--- src/rtl/dcs_pkg.sv ---
// package for the device-side clock change, dll switch and write leveling block
`default_nettype none
package dcs_pkg;

    typedef enum logic [2:0] {
        OP_NOP,
        OP_MRS,
        OP_SRE,
        OP_SRX,
        OP_PDE,
        OP_PDX,
        OP_ZQCL
    } dcs_op_t;

    typedef struct packed {
        dcs_op_t     op;
        logic [2:0]  mr;
        logic [15:0] addr;
    } dcs_cmd_t;

    typedef struct packed {
        logic ck;
        logic cke;
        logic odt;
        logic upper_lane_strobe_pair;
        logic lower_lane_strobe_pair;
    } dcs_pins_t;

    typedef enum logic [1:0] {
        ST_ACTIVE,
        ST_SELF_REFRESH,
        ST_POWER_DOWN
    } dcs_state_t;

    localparam int          PIN_COUNT         = 5;
    localparam logic [2:0]  MR_SEL_0          = 3'h0;
    localparam logic [2:0]  MR_SEL_1          = 3'h1;
    localparam int          MR0_DLL_RESET_BIT = 8;
    localparam int          MR1_DLL_OFF_BIT   = 0;
    localparam int          MR1_LEVEL_BIT     = 7;
    localparam int          MR1_QOFF_BIT      = 12;
    localparam int          MR1_RTT_BIT_A     = 2;
    localparam int          MR1_RTT_BIT_B     = 6;
    localparam int          MR1_RTT_BIT_C     = 9;
    localparam logic [15:0] MR1_RESET         = 16'h0000;

    localparam int DQ_WIDTH   = 16;
    localparam int LANE_WIDTH = 8;
    localparam int LANES      = 2;

    // timing in picoseconds, dll lock in clock cycles; counts round up as least times
    localparam int CLK_PERIOD_PS = 5000;
    localparam int T_CKSRE_PS    = 10000;
    localparam int CKSRE_CYC     = (T_CKSRE_PS + CLK_PERIOD_PS - 1) / CLK_PERIOD_PS;
    localparam int TDLLK_NCK     = 512;

endpackage : dcs_pkg
`default_nettype wire

--- src/rtl/dcs_sync.sv ---
// two flip-flop synchroniser for pins from outside the clock domain
`timescale 1ns/1ps
`default_nettype none
module dcs_sync
    import dcs_pkg::*;
#(
    parameter int WIDTH = 1
) (
    input  wire logic             clk_in,   // core clock
    input  wire logic             reset_in, // synchronous reset, active high
    input  wire logic             ce_in,    // clock enable
    input  wire logic [WIDTH-1:0] async_in, // raw pin levels
    output logic      [WIDTH-1:0] sync_out  // synchronised levels
);

    logic [WIDTH-1:0] meta;
    logic [WIDTH-1:0] next_meta;
    logic [WIDTH-1:0] next_sync;

    // first stage feeds only the second stage
    always_comb
    begin
        next_meta = async_in;
        next_sync = meta;
    end

    always_ff @(posedge clk_in)
    begin
        if (reset_in)
        begin
            meta     <= '0;
            sync_out <= '0;
        end
        else if (ce_in)
        begin
            meta     <= next_meta;
            sync_out <= next_sync;
        end
    end

endmodule : dcs_sync
`default_nettype wire

--- src/rtl/dcs_device.sv ---
// device-side dll switch, clock change tracking and write leveling feedback
`timescale 1ns/1ps
`default_nettype none
module dcs_device
    import dcs_pkg::*;
#(
    parameter int TDLLK       = TDLLK_NCK, // link clock edges to dll lock
    parameter bit FEEDBACK_ALL = 1'b0      // all lane bits carry feedback
) (
    input  wire logic                clk_in,             // core clock, 200 MHz
    input  wire logic                reset_in,           // synchronous reset, active high
    input  wire logic                ce_in,              // clock enable, freezes state
    input  wire dcs_pins_t           pins_in,            // raw controller pins
    input  wire logic                cmd_valid_in,       // decoded command valid
    input  wire dcs_cmd_t            cmd_in,             // decoded command
    output logic [DQ_WIDTH-1:0]      dq_out,             // data pin drive value
    output logic [DQ_WIDTH-1:0]      dq_oe_out,          // data pin output enable
    output logic [LANES-1:0]         strobe_term_out,    // strobe termination on, per lane
    output logic                     rtt_on_out,         // data termination on
    output dcs_state_t               state_out,          // power state
    output logic                     clock_ignored_out,  // input clock is don't care
    output logic                     dll_enabled_out,    // dll switched on
    output logic                     dll_locked_out,     // dll lock time elapsed
    output logic                     leveling_out,       // write leveling mode
    output logic                     seq_error_out       // sticky pin misuse flag
);

    localparam int LOCK_W  = $clog2(TDLLK + 1);
    localparam int ENTRY_W = $clog2(CKSRE_CYC + 1);

    function automatic logic is_mrs(input dcs_cmd_t c, input logic [2:0] sel);
        is_mrs = (c.op == OP_MRS) && (c.mr == sel);
    endfunction : is_mrs

    function automatic logic [LANE_WIDTH-1:0] lane_bus(input logic fb, input logic all);
        lane_bus = all ? {LANE_WIDTH{fb}} : {{(LANE_WIDTH-1){1'b0}}, fb};
    endfunction : lane_bus

    dcs_pins_t pins_s;

    dcs_sync #(
        .WIDTH (PIN_COUNT)
    ) u_sync (
        .clk_in   (clk_in),
        .reset_in (reset_in),
        .ce_in    (ce_in),
        .async_in (pins_in),
        .sync_out (pins_s)
    );

    // power state, dll and termination
    dcs_state_t          state,         next_state;
    logic [ENTRY_W-1:0]  entry_cnt,     next_entry_cnt;
    logic                clock_ignored, next_clock_ignored;
    logic                dll_off,       next_dll_off;
    logic                level,         next_level;
    logic                qoff,          next_qoff;
    logic                rtt_nom,       next_rtt_nom;
    logic                rtt_at_entry,  next_rtt_at_entry;
    logic [LOCK_W-1:0]   lock_cnt,      next_lock_cnt;
    logic                locked,        next_locked;
    logic                relock,        next_relock;
    logic                ck_prev,       next_ck_prev;
    logic                seq_error,     next_seq_error;
    logic                rtt_on,        next_rtt_on;
    logic                ck_rise;

    assign ck_rise = pins_s.ck & ~ck_prev;

    always_comb
    begin
        next_state         = state;
        next_entry_cnt     = entry_cnt;
        next_clock_ignored = clock_ignored;
        next_dll_off       = dll_off;
        next_level         = level;
        next_qoff          = qoff;
        next_rtt_nom       = rtt_nom;
        next_rtt_at_entry  = rtt_at_entry;
        next_lock_cnt      = lock_cnt;
        next_locked        = locked;
        next_relock        = relock;
        next_ck_prev       = pins_s.ck;
        next_seq_error     = seq_error;

        // lock time counts clock edges only while the clock is followed
        if (relock && ck_rise && !clock_ignored)
        begin
            if (lock_cnt == LOCK_W'(TDLLK - 1))
            begin
                next_relock = 1'b0;
                next_locked = 1'b1;
            end
            else
            begin
                next_lock_cnt = lock_cnt + LOCK_W'(1);
            end
        end

        // after the entry interval the clock may stop or change
        if (state != ST_ACTIVE && !clock_ignored)
        begin
            if (entry_cnt == ENTRY_W'(CKSRE_CYC - 1))
                next_clock_ignored = 1'b1;
            else
                next_entry_cnt = entry_cnt + ENTRY_W'(1);
        end

        if (cmd_valid_in)
        begin
            case (cmd_in.op)
                OP_SRE:
                begin
                    if (state == ST_ACTIVE)
                    begin
                        next_state        = ST_SELF_REFRESH;
                        next_entry_cnt    = '0;
                        next_rtt_at_entry = rtt_nom;
                    end
                end
                OP_PDE:
                begin
                    if (state == ST_ACTIVE)
                    begin
                        next_state        = ST_POWER_DOWN;
                        next_entry_cnt    = '0;
                        next_rtt_at_entry = rtt_nom;
                    end
                end
                OP_SRX:
                begin
                    if (state == ST_SELF_REFRESH)
                    begin
                        next_state         = ST_ACTIVE;
                        next_clock_ignored = 1'b0;
                    end
                end
                OP_PDX:
                begin
                    if (state == ST_POWER_DOWN)
                    begin
                        next_state         = ST_ACTIVE;
                        next_clock_ignored = 1'b0;
                    end
                end
                OP_MRS:
                begin
                    if (is_mrs(cmd_in, MR_SEL_1))
                    begin
                        next_dll_off = cmd_in.addr[MR1_DLL_OFF_BIT];
                        next_level   = cmd_in.addr[MR1_LEVEL_BIT];
                        next_qoff    = cmd_in.addr[MR1_QOFF_BIT];
                        next_rtt_nom = cmd_in.addr[MR1_RTT_BIT_A]
                                     | cmd_in.addr[MR1_RTT_BIT_B]
                                     | cmd_in.addr[MR1_RTT_BIT_C];
                        if (cmd_in.addr[MR1_DLL_OFF_BIT])
                        begin
                            next_locked = 1'b0;
                            next_relock = 1'b0;
                        end
                    end
                    else if (is_mrs(cmd_in, MR_SEL_0) && cmd_in.addr[MR0_DLL_RESET_BIT]
                             && !dll_off)
                    begin
                        next_relock   = 1'b1;
                        next_locked   = 1'b0;
                        next_lock_cnt = '0;
                    end
                end
                default:
                begin
                end
            endcase
        end

        // misuse flags: the device relies on the controller for these levels
        if (relock && state == ST_ACTIVE)
        begin
            if (!pins_s.cke)
                next_seq_error = 1'b1;
            if (pins_s.odt && rtt_at_entry)
                next_seq_error = 1'b1;
        end
        if (state == ST_POWER_DOWN && rtt_at_entry && pins_s.odt)
            next_seq_error = 1'b1;

        // in power-down or self-refresh termination stays off regardless of odt
        next_rtt_on = pins_s.odt & rtt_nom & ~level & (state == ST_ACTIVE);
    end

    always_ff @(posedge clk_in)
    begin
        if (reset_in)
        begin
            state         <= ST_ACTIVE;
            entry_cnt     <= '0;
            clock_ignored <= 1'b0;
            dll_off       <= MR1_RESET[MR1_DLL_OFF_BIT];
            level         <= MR1_RESET[MR1_LEVEL_BIT];
            qoff          <= MR1_RESET[MR1_QOFF_BIT];
            rtt_nom       <= 1'b0;
            rtt_at_entry  <= 1'b0;
            lock_cnt      <= '0;
            locked        <= 1'b0;
            relock        <= 1'b0;
            ck_prev       <= 1'b0;
            seq_error     <= 1'b0;
            rtt_on        <= 1'b0;
        end
        else if (ce_in)
        begin
            state         <= next_state;
            entry_cnt     <= next_entry_cnt;
            clock_ignored <= next_clock_ignored;
            dll_off       <= next_dll_off;
            level         <= next_level;
            qoff          <= next_qoff;
            rtt_nom       <= next_rtt_nom;
            rtt_at_entry  <= next_rtt_at_entry;
            lock_cnt      <= next_lock_cnt;
            locked        <= next_locked;
            relock        <= next_relock;
            ck_prev       <= next_ck_prev;
            seq_error     <= next_seq_error;
            rtt_on        <= next_rtt_on;
        end
    end

    // write leveling, one engine per byte lane
    logic [LANES-1:0] strobe_s;

    assign strobe_s = {pins_s.upper_lane_strobe_pair, pins_s.lower_lane_strobe_pair};

    genvar g;
    generate
        for (g = 0; g < LANES; g++)
        begin : g_lane
            logic                  dqs_prev, next_dqs_prev;
            logic                  fb,       next_fb;
            logic                  sampled,  next_sampled;
            logic [LANE_WIDTH-1:0] dq,       next_dq;
            logic [LANE_WIDTH-1:0] oe,       next_oe;
            logic                  term,     next_term;

            always_comb
            begin
                next_dqs_prev = strobe_s[g];
                next_fb       = fb;
                next_sampled  = sampled;
                // each lane samples the clock on its own strobe
                if (level && strobe_s[g] && !dqs_prev)
                begin
                    next_fb      = pins_s.ck;
                    next_sampled = 1'b1;
                end
                if (!level)
                begin
                    next_fb      = 1'b0;
                    next_sampled = 1'b0;
                end
                // before the first sample the bus value is undefined, so low is fine
                next_dq   = lane_bus(next_fb, FEEDBACK_ALL & ~next_sampled)
                          | lane_bus(next_fb, FEEDBACK_ALL);
                next_oe   = {LANE_WIDTH{level & ~qoff}};
                next_term = level & pins_s.odt;
            end

            always_ff @(posedge clk_in)
            begin
                if (reset_in)
                begin
                    dqs_prev <= 1'b0;
                    fb       <= 1'b0;
                    sampled  <= 1'b0;
                    dq       <= '0;
                    oe       <= '0;
                    term     <= 1'b0;
                end
                else if (ce_in)
                begin
                    dqs_prev <= next_dqs_prev;
                    fb       <= next_fb;
                    sampled  <= next_sampled;
                    dq       <= next_dq;
                    oe       <= next_oe;
                    term     <= next_term;
                end
            end

            assign dq_out[g*LANE_WIDTH +: LANE_WIDTH]    = dq;
            assign dq_oe_out[g*LANE_WIDTH +: LANE_WIDTH] = oe;
            assign strobe_term_out[g]                    = term;
        end
    endgenerate

    assign rtt_on_out        = rtt_on;
    assign state_out         = state;
    assign clock_ignored_out = clock_ignored;
    assign dll_enabled_out   = ~dll_off;
    assign dll_locked_out    = locked;
    assign leveling_out      = level;
    assign seq_error_out     = seq_error;

endmodule : dcs_device
`default_nettype wire

--- config.mk ---
export PLATFORM = sky130hd
export DESIGN_NAME = dcs_device
export DESIGN_NICKNAME = d
export VERILOG_FILES = /design/src/rtl/dcs_pkg.sv /design/src/rtl/dcs_sync.sv /design/src/rtl/dcs_device.sv
export SDC_FILE = /design/constraint.sdc
export NUM_CORES = 1
export LEC_CHECK = 0
export BUFFER_PORTS_ARGS = -buffer_cell sky130_fd_sc_hd__buf_2
export CAP_MARGIN = 0
export CORE_MARGIN = 2
export CORE_UTILIZATION = 50
export CTS_CLUSTER_SIZE = 25
export DETAILED_ROUTE_END_ITERATION = 8
export HOLD_SLACK_MARGIN = 0.05
export PLACE_DENSITY = 0.79
export SLEW_MARGIN = 20
export SYNTH_ARGS = -nofsm -noshare
export SYNTH_HDL_FRONTEND = slang
export SYNTH_SLANG_ARGS = --single-unit
--- constraint.sdc ---
create_clock -name clk_in -period 2 [get_ports clk_in]
set_input_delay 0.5 -clock clk_in [delete_from_list [all_inputs] [get_ports clk_in]]
set_output_delay 0.5 -clock clk_in [all_outputs]
set_load 0.02 [all_outputs]
Word-level counts from Yosys, hierarchy flattened

Cells that the tools add are included.

Add/subtract/negate cells: 2
Multiply operators: 0
Div/mod/pow operators: 0
Order comparisons: 0
Eq/ne operators: 15
Shifts and indexed selects: 0
Mux-type cells: 44
Bitwise logic cells: 14
Reduce and logical (&&, ||, !) cells: 29

Operator list:

| cell                    | number |
|---|---|
| $mux W10                | 6 |
| $mux W1                 | 27 |
| $mux W2                 | 9 |
| $logic_and A1 B1 Y1     | 15 |
| $add A10 B1 Y10 const B | 1 |
| $eq A10 B9 Y1 const B   | 1 |
| $ne A2 B2 Y1 const B    | 4 |
| $pmux W2 S4             | 1 |
| $reduce_and A4 Y1       | 2 |
| $reduce_and A7 Y1       | 1 |
| $and A1 B1 Y1           | 6 |
| $eq A3 B1 Y1 const B    | 2 |
| $eq A3 B2 Y1 const B    | 2 |
| $eq A3 B3 Y1 const B    | 2 |
| $eq A2 B1 Y1 const B    | 2 |
| $logic_not A1 Y1        | 4 |
| $not A1 Y1              | 4 |
| $or A1 B1 Y1            | 4 |
| $reduce_bool A2 Y1      | 2 |
| $reduce_bool A4 Y1      | 1 |
| $logic_not A3 Y1        | 1 |
| $ne A3 B3 Y1 const B    | 1 |
| $reduce_and A3 Y1       | 1 |
| $add A2 B1 Y2 const B   | 1 |
| other kinds (4)         | 4 |

Flip-flop bits (word level): 57
Latch bits: 0
Memory bits (writable): 0
Memory bits (read-only): 0
Output and inout bits: 42
Memories kept: 0

Longest topological paths before layout

Gate-level depths: netlist of the first run.

Depth after elaboration: 9
Depth in mapped cells: 6
Depth with buffers taken out: 5

By module

A second synthesis of the first run with hierarchy kept.

Cells, all modules: 243
Area total of the unflattened synthesis: 2120.8 um^2

By module, submodules not included:

| module     | times used | cells an instance | area each (um^2) | seq. area each (um^2) |
|---|---|---|---|---|
| dcs_device | 1          | 211               | 1767.9           | 620.6 |
| dcs_sync   | 1          | 32                | 352.8            | 200.2 |

Least setup slack after synthesis of the first run

OpenSTA, ideal clock, no wires.

Kind: in2reg
From: input cmd_in[20] (netlist name)
To: register state[1] (netlist: state_out[1])
Setup time: 121 ps
Data arrival time: 1603 ps
Required time: 1879 ps
Setup slack: 276 ps
Cell stages on the path: 4
Buffers on the path: 0
Path through: xnor2_1 -> or3_1 -> a211oi_1 -> mux2_2

Longest elaborated chain between the ends: 3

Ends and longest elaborated chain:

| element                                                             | RTL line          | RTL |
|---|---|---|
| from (decl)                                                         | dcs_device.sv:15  | `input wire dcs_cmd_t cmd_in,` |
| $eq A3 B3 Y1 / $eq A3 B2 Y1 (equally long branches)                 | dcs_device.sv:111 | `case (cmd_in.op)` |
| $reduce_bool A4 Y1 (no line) / $ne A2 B2 Y1 (equally long branches) | n/a               |  |
| $reduce_and A7 Y1 (no line)                                         | n/a               |  |
| to (signal assigned)                                                | dcs_device.sv:212 | `state <= next_state;` |
| to (decl)                                                           | dcs_device.sv:52  | `dcs_state_t state, next_state;` |

Several ways; a longest one is shown, not always the timed one.
A chain may end at the register's enable or synchronous reset.

Worst setup path in the final report of the first run

From: register lock_cnt[0]
To: register lock_cnt[4]

Longest elaborated chain between the ends: 7

Ends and longest elaborated chain:

| element                                                 | RTL line                           | RTL |
|---|---|---|
| from (decl)                                             | dcs_device.sv:60                   | `logic [LOCK_W-1:0] lock_cnt, next_lock_cnt;` |
| from (signal assigned)                                  | dcs_device.sv:220                  | `lock_cnt <= next_lock_cnt;` |
| $add A10 B1 Y10 / $eq A10 B9 Y1 (equally long branches) | dcs_device.sv:96, dcs_device.sv:89 |  |
| $mux W10 *                                              | dcs_device.sv:89                   | `if (lock_cnt == LOCK_W'(TDLLK - 1))` |
| $mux W10 *                                              | dcs_device.sv:87                   | `if (relock && ck_rise && !clock_ignored)` |
| $mux W10                                                | dcs_device.sv:162                  | `else if (is_mrs(cmd_in, MR_SEL_0) && cmd_in.addr[MR0_DLL_RESET_BIT]` |
| $mux W10                                                | dcs_device.sv:148                  | `if (is_mrs(cmd_in, MR_SEL_1))` |
| $mux W10                                                | dcs_device.sv:111                  |  |
| $mux W10 *                                              | dcs_device.sv:109                  | `if (cmd_valid_in)` |

Every way passes the cells marked *; elsewhere a longest branch is shown, timed or not.

==> results of run 1 <==
-- routing by layer --
metal,GRT usage,routed length [µm],share of wire
met4,0.0620,51,0.012
met2,0.275,2000,0.46
met3,0.0480,277,0.063
met5,0,0,0
met1,0.239,2060,0.47
-- worst max-delay path by stage --
stage                           start            to  depth (start not counted)
after floorplan            cmd_in[20]  state_out[1]                          4
after global placement     cmd_in[20]  state_out[1]                          5
after detailed placement   cmd_in[20]  state_out[1]                          5
after CTS                 lock_cnt[0]   lock_cnt[4]                          5
after global routing      lock_cnt[0]   lock_cnt[4]                          5
final                     lock_cnt[0]   lock_cnt[4]                          5
-- what timing repair did --
item	4_1_cts	5_1_grt
setup buffers	0	3
resized for setup	0	1
setup endpoints to repair	0	1
-- flip-flops by register name (all words and copies together), names as in the netlist, 2 cells and up --
name and cells:
lock_cnt 10, state_out 2, g_lane.dqs_prev 2, entry_cnt 2, u_sync.sync_out 5, u_sync.meta 5
-- cells by family after synthesis --
family,Yosys count,synth area share
AO/OA/AOI/OAI,46,0.146
XOR/XNOR,2,0.00808
adder cells (fa/ha/maj),1,0.00577
buffers and inverters,53,0.152
flip-flops,41,0.379
multiplexers,18,0.0837
other,1,0.00173
AND/OR/NAND/NOR,90,0.224
-- cells in the mapped netlist, types with 3 or more instances --
| master | instances |
|---|---|
| a211oi_1 | 5 |
| a21oi_1 | 10 |
| and2_1 | 4 |
| and3_1 | 6 |
| buf_1 | 3 |
| buf_4 | 33 |
| clkbuf_1 | 6 |
| dfxtp_1 | 41 |
| inv_1 | 10 |
| mux2i_1 | 17 |
| nand2_1 | 12 |
| nand3_1 | 8 |
| nand4_1 | 6 |
| nor2_1 | 26 |
| nor2b_1 | 5 |
| nor3b_1 | 3 |
| nor4_1 | 4 |
| o21ai_0 | 11 |
| or3_1 | 5 |
-- cell usage in the layout, fill, tap and decap left out, drive strengths merged, types with 3 or more instances in the layout --
cell / instances
nor2: 26
nand4: 6
nand3: 8
and2: 4
nor4: 4
and3: 6
nand2: 12
conb: 14
nor2b: 5
mux2i: 17
a211oi: 5
nor3b: 3
buf: 60
dfxtp: 41
a21oi: 10
or3: 5
o21ai: 11
inv: 10
clkbuf: 6
-- worst max-delay path: stages (launching register included) --
cell	delay, ns
dfxtp_1	0.36
ha_1	0.22
and2_1	0.19
a311o_2	0.48
or4_1	0.41
a21oi_1	0.14
-- power by group through the flow --
| stage | Clock, µW | Combinational [µW] | Sequential (µW) |
|---|---|---|---|
| 6_report | 573 | 141 | 836 |
| 5_1_grt | 621 | 153 | 838 |
| 4_1_cts | 585 | 139 | 836 |
| 3_5_place_dp | 0 | 139 | 856 |
| 3_3_place_gp | 0 | 137 | 855 |
| 2_1_floorplan | 0 | 112 | 854 |
-- cell type report --
type	instances	area (µm²)	area share
flip-flops and latches	41	821	0.340
inverters	10	37.5	0.0156
clock inverters	2	13.8	0.00571
clock buffers	6	82.6	0.0343
multi-input cells	171	1070	0.442
well taps	50	62.6	0.0259
repair buffers	60	328	0.136
-- per-stage QoR --
stage               hold slack, ns  area [µm²]  total power (µW)
floorplan                    0.442        2220               966
global placement             0.433        2290               991
detailed placement           0.440        2290               995
CTS                          0.429        2390              1560
global route                 0.438        2410              1610
finish                       0.435        2410              1550
==> out/qor.txt, run 1 <==
Combinational group share of total power = 0.091
Hold_sp = pins_in[2]
Placed Cells = 329
RSZ-0062 raised after global routing = no
Layout Utilization = 0.590
Synth warnings = 0
Synthesized flop and latch total = 41
Die Area = 4880 µm²
Fill count = 371
# rows = 23
Share of Yosys cell area claimed by the top area cell type = 0.379
Ys flop type = dfxtp_1
Reg-to-Reg Start = lock_cnt[0]
Slew Viols, Final = 0
Total core area = 4090 µm²
Post-Route WL = 4380 µm
Final worst slack = 0.132 ns
Gr usage total = 0.178
Sw Share = 0.253
Die height = 69.8 µm
F_max = 0.535 GHz
CTS tree = done
Crit Path Max Fanout = 10
Fraction of layout cells with a size suffix above 1 = 0.255
Hold Path Stages = 3
Fin. Hold Viols = 0
Post-DP HPWL = 3130 µm
Final Critical Period = 1.87 ns
Clk buf depth = 2
Initial antenna violation count = 0
Avg WL per Cell = 12.9 µm
Mapped Cells = 252
Post-CTS Hold Fix Bufs = 0
NetSw = 392 µW
Total gr overflow = 0
First-pass GRT wire length = 7040 µm
Clock network power share = 0.370
Worst R2R Setup Slack = 0.13 ns
Ports = 73
Post-DRT Antenna Nets = 0
Reg2Reg Depth = 5
Port bufs = 49
CTS H-tree depth = 2
Power Dens Cells = 643 nW/µm²
Sequential share of the synthesized area = 0.379
Fin crit share = 0.934
Outcome = completed
Unique cell type count in the Yosys netlist = 48
Mapped Area = 2170 µm²
Critical path class = flip-flop to flip-flop
Critical path arrival = 2.10 ns
Final setup viols = 0
Final #Nets = 321
Setup WS pre-CTS = 0.0813 ns
Critical path required time = 2.23 ns
# DRC = 0
1st-pass router iterations = 4
Overall die width = 69.8 µm
Final Non-Filler Cells = 340
CP Launch Type = flip-flop
Largest net degree at the start of global routing = 31
Worst-path clk slew = 0.08 ns
Clock Root Buffer = clkbuf_8
Antenna cells = 0
Maximum vdd drop = 0.474 mV
Syn-to-layout area delta = 11.3%
Post-Route Setup TNS = 0 ns
Initial Util = 0.530
Async set or reset register ratio after synthesis = 0
Post-synth top area cell = dfxtp_1
Detailed-route via count = 1863
Top area cells in the synthesized netlist = dfxtp_1, buf_4, mux2i_1
Num CTS Buffers = 5
Power share of the sequential group = 0.540
Vias in the first global route = 1540
Clock sinks = 41
Mean Syn Cell Area = 8.60 µm²
Crit. End Element = flip-flop
Clk_skew = 0.00491 ns
Via density per instance = 5.48
Maxcap violations = 0
Clk_lat worst skew = 0.30 ns
Routability Congestion = 0.895
Hold Path End = u_sync.meta[2]
Number of synthesized flops with an enable pin = 0
RR Endpoint = lock_cnt[4]
LEAKAGE = 0.00108 µW
Hold Path Class = input pin to flip-flop
Internal power = 1160 µW
DR iter-0 viols = 116
(Power assumes the default switching activity.)
==> inputs of run 2 (changes only) <==
--- a/config.mk
+++ b/config.mk
@@ -8,11 +8,10 @@
 export BUFFER_PORTS_ARGS = -buffer_cell sky130_fd_sc_hd__buf_2
 export CAP_MARGIN = 0
 export CORE_MARGIN = 2
-export CORE_UTILIZATION = 50
+export CORE_UTILIZATION = 25
 export CTS_CLUSTER_SIZE = 25
 export DETAILED_ROUTE_END_ITERATION = 8
 export HOLD_SLACK_MARGIN = 0.05
-export PLACE_DENSITY = 0.79
 export SLEW_MARGIN = 20
 export SYNTH_ARGS = -nofsm -noshare
 export SYNTH_HDL_FRONTEND = slang
==> out/qor.txt, run 2 (synthesis results as in run 1) <==
Outcome = completed
Crit Path Max Fanout = 11 (+1)
Largest regs = lock_cnt: 10 flops, u_sync.meta: 5 flops, u_sync.sync_out: 5 flops
Clk buf depth = 2 (unchanged)
Fin. Hold Viols = 0 (unchanged)
Clock network power share = 0.401 (+0.031)
Overall die width = 97.1 µm (+39%)
Internal power = 1240 µW (+7.2%)
Most frequent cells in the layout = buf_2, dfxtp_1, nor2_1, mux2i_1, conb_1
Crit. End Element = flip-flop
Port bufs = 49 (unchanged)
CTS H-tree depth = 2 (unchanged)
Initial Util = 0.261 (-0.269)
Die Area = 9430 µm² (+93%)
Power share of the sequential group = 0.512 (-0.028)
Critical path startpoint = lock_cnt[0]
Met3 routed WL = 256 µm (-7.6%)
Fraction of layout cells with a size suffix above 1 = 0.244 (-0.0113)
Largest reg by FF count = lock_cnt
Avg WL per Cell = 12.0 µm (-7.1%)
Die height = 97.1 µm (+39%)
Worst-path clk slew = 0.08 ns (about the same)
Via density per instance = 4.73 (-14%)
Design Area, Final = 2470 µm² (+2.5%)
DR WL met2 = 2210 µm (+11%)
Final setup viols = 0 (unchanged)
Post-DRT Antenna Nets = 0 (unchanged)
# DRC = 0 (unchanged)
CP Launch Type = flip-flop
Slew Viols, Final = 0 (unchanged)
Detailed-route via count = 1854 (-0.48%)
Routability Congestion = 0.872 (-2.6%)
Fin crit share = 0.938 (+0.00426)
Hold Path Class = input pin to flip-flop
Post-CTS Repair Setup Buffers = 0 (unchanged)
Met1 Routed Length = 2190 µm (+6.3%)
Critical path arrival = 2.10 ns (about the same)
Hold_sp = cmd_in[7]
Clk_lat worst skew = 0.29 ns (about the same)
Combinational group share of total power = 0.087 (-0.004)
F_max = 0.533 GHz (-0.45%)
Post-CTS Hold Fix Bufs = 0 (unchanged)
Clk_skew = 0.00474 ns (-0.000173 ns)
Post-DP HPWL = 3530 µm (+13%)
Highest metal used = met4
Largest register FFs = 10 (unchanged)
Critical path class = flip-flop to flip-flop
Ports = 73 (unchanged)
RSZ-0062 raised after global routing = no
Post-CTS resize count = 0 (unchanged)
Post-Route Setup TNS = 0 ns (unchanged)
Post-Route WL = 4700 µm (+7.1%)
Syn-to-layout area delta = 14.0%
Total gr overflow = 0 (unchanged)
Hold WS = 0.440 ns (+0.00472 ns)
# rows = 33 (+43%)
Final #Nets = 319 (-0.62%)
Reg-to-Reg Start = lock_cnt[0]
Num CTS Buffers = 5 (unchanged)
1st-pass router iterations = 4 (unchanged)
Maximum vdd drop = 0.378 mV (-20%)
Total core area = 8300 µm² (+100%)
LEAKAGE = 0.00108 µW (-0.51%)
Final Critical Period = 1.88 ns (+0.00852 ns)
Clock sinks = 41 (unchanged)
Gr usage total = 0.0982 (-0.0797)
CTS tree = done
Critical path required time = 2.23 ns (about the same)
First-pass GRT wire length = 7780 µm (+10%)
Largest net degree at the start of global routing = 31 (unchanged)
DR iter-0 viols = 89 (-23%)
Maxcap violations = 0 (unchanged)
Power Dens Cells = 660 nW/µm² (+2.7%)
Area after DPL = 2370 µm² (+3.3%)
Antenna cells = 0 (unchanged)
Vias in the first global route = 1684 (+9.4%)
Initial antenna violation count = 0 (unchanged)
NetSw = 390 µW (-0.57%)
Most common cell after layout, fill and taps aside = buf_2
Sw Share = 0.239 (-0.0140)
Clock Root Buffer = clkbuf_8
## run 2: cell types whose count changed in the layout (fill, tap and decap cells not counted)
| cell | before | now |
|---|---|---|
| clkbuf_8 | 6 | 5 |
| bufinv_16 | 0 | 1 |
| a311o_1 | 0 | 1 |
| buf_4 | 11 | 9 |
| clkinv_4 | 1 | 0 |
| a311o_2 | 1 | 0 |
## run 2: final timing paths
path	end	slack (ns)	cells past startpoint
worst max-delay path	lock_cnt[4]	0.12	5
worst min-delay path	leveling_out	0.44	3
worst max register to register	lock_cnt[4]	0.12	5
worst min register to register	seq_error_out	0.45	2
## run 2: layout make-up
class / count / area, µm²
clock buffers: 5 / 68.8
clock inverters: 2 / 35.0
fillers: 896 / 5830
inverters: 10 / 37.5
multi-input cells: 171 / 1060
flip-flops and latches: 41 / 821
well taps: 105 / 131
repair buffers: 58 / 313
## run 2: routing by layer
metal / up-vias / global-route usage
met2: 59 / 0.170
li1: 922 / -
met1: 868 / 0.120
met3: 5 / 0.0230
met5: - / 0
met4: 0 / 0.0303
## run 2: worst max-delay path, stage by stage, from the launching register on
cell	delay [ns]
dfxtp_1	0.36
ha_1	0.22
and2_1	0.19
a311o_1	0.44
or4_1	0.43
a21oi_1	0.16
## run 2: per-stage QoR
stage / setup WS (ns) / std cells / util / total power [µW]
after global routing: 0.0109 / 392 / 0.298 / 1690
after CTS: 0.106 / 392 / 0.298 / 1640
final: 0.124 / 392 / 0.298 / 1630
after floorplan: 0.276 / 265 / - / 966
after detailed placement: 0.0980 / 385 / 0.285 / 996
after global placement: 0.0955 / 385 / 0.285 / 994
## run 2: power groups by stage
stage                     Clock [µW]  Sequential, µW  Combinational [µW]
after floorplan                    0             854                 112
after global placement             0             854                 139
after detailed placement           0             855                 141
after CTS                        666             835                 142
after global routing             699             837                 156
final                            654             835                 142
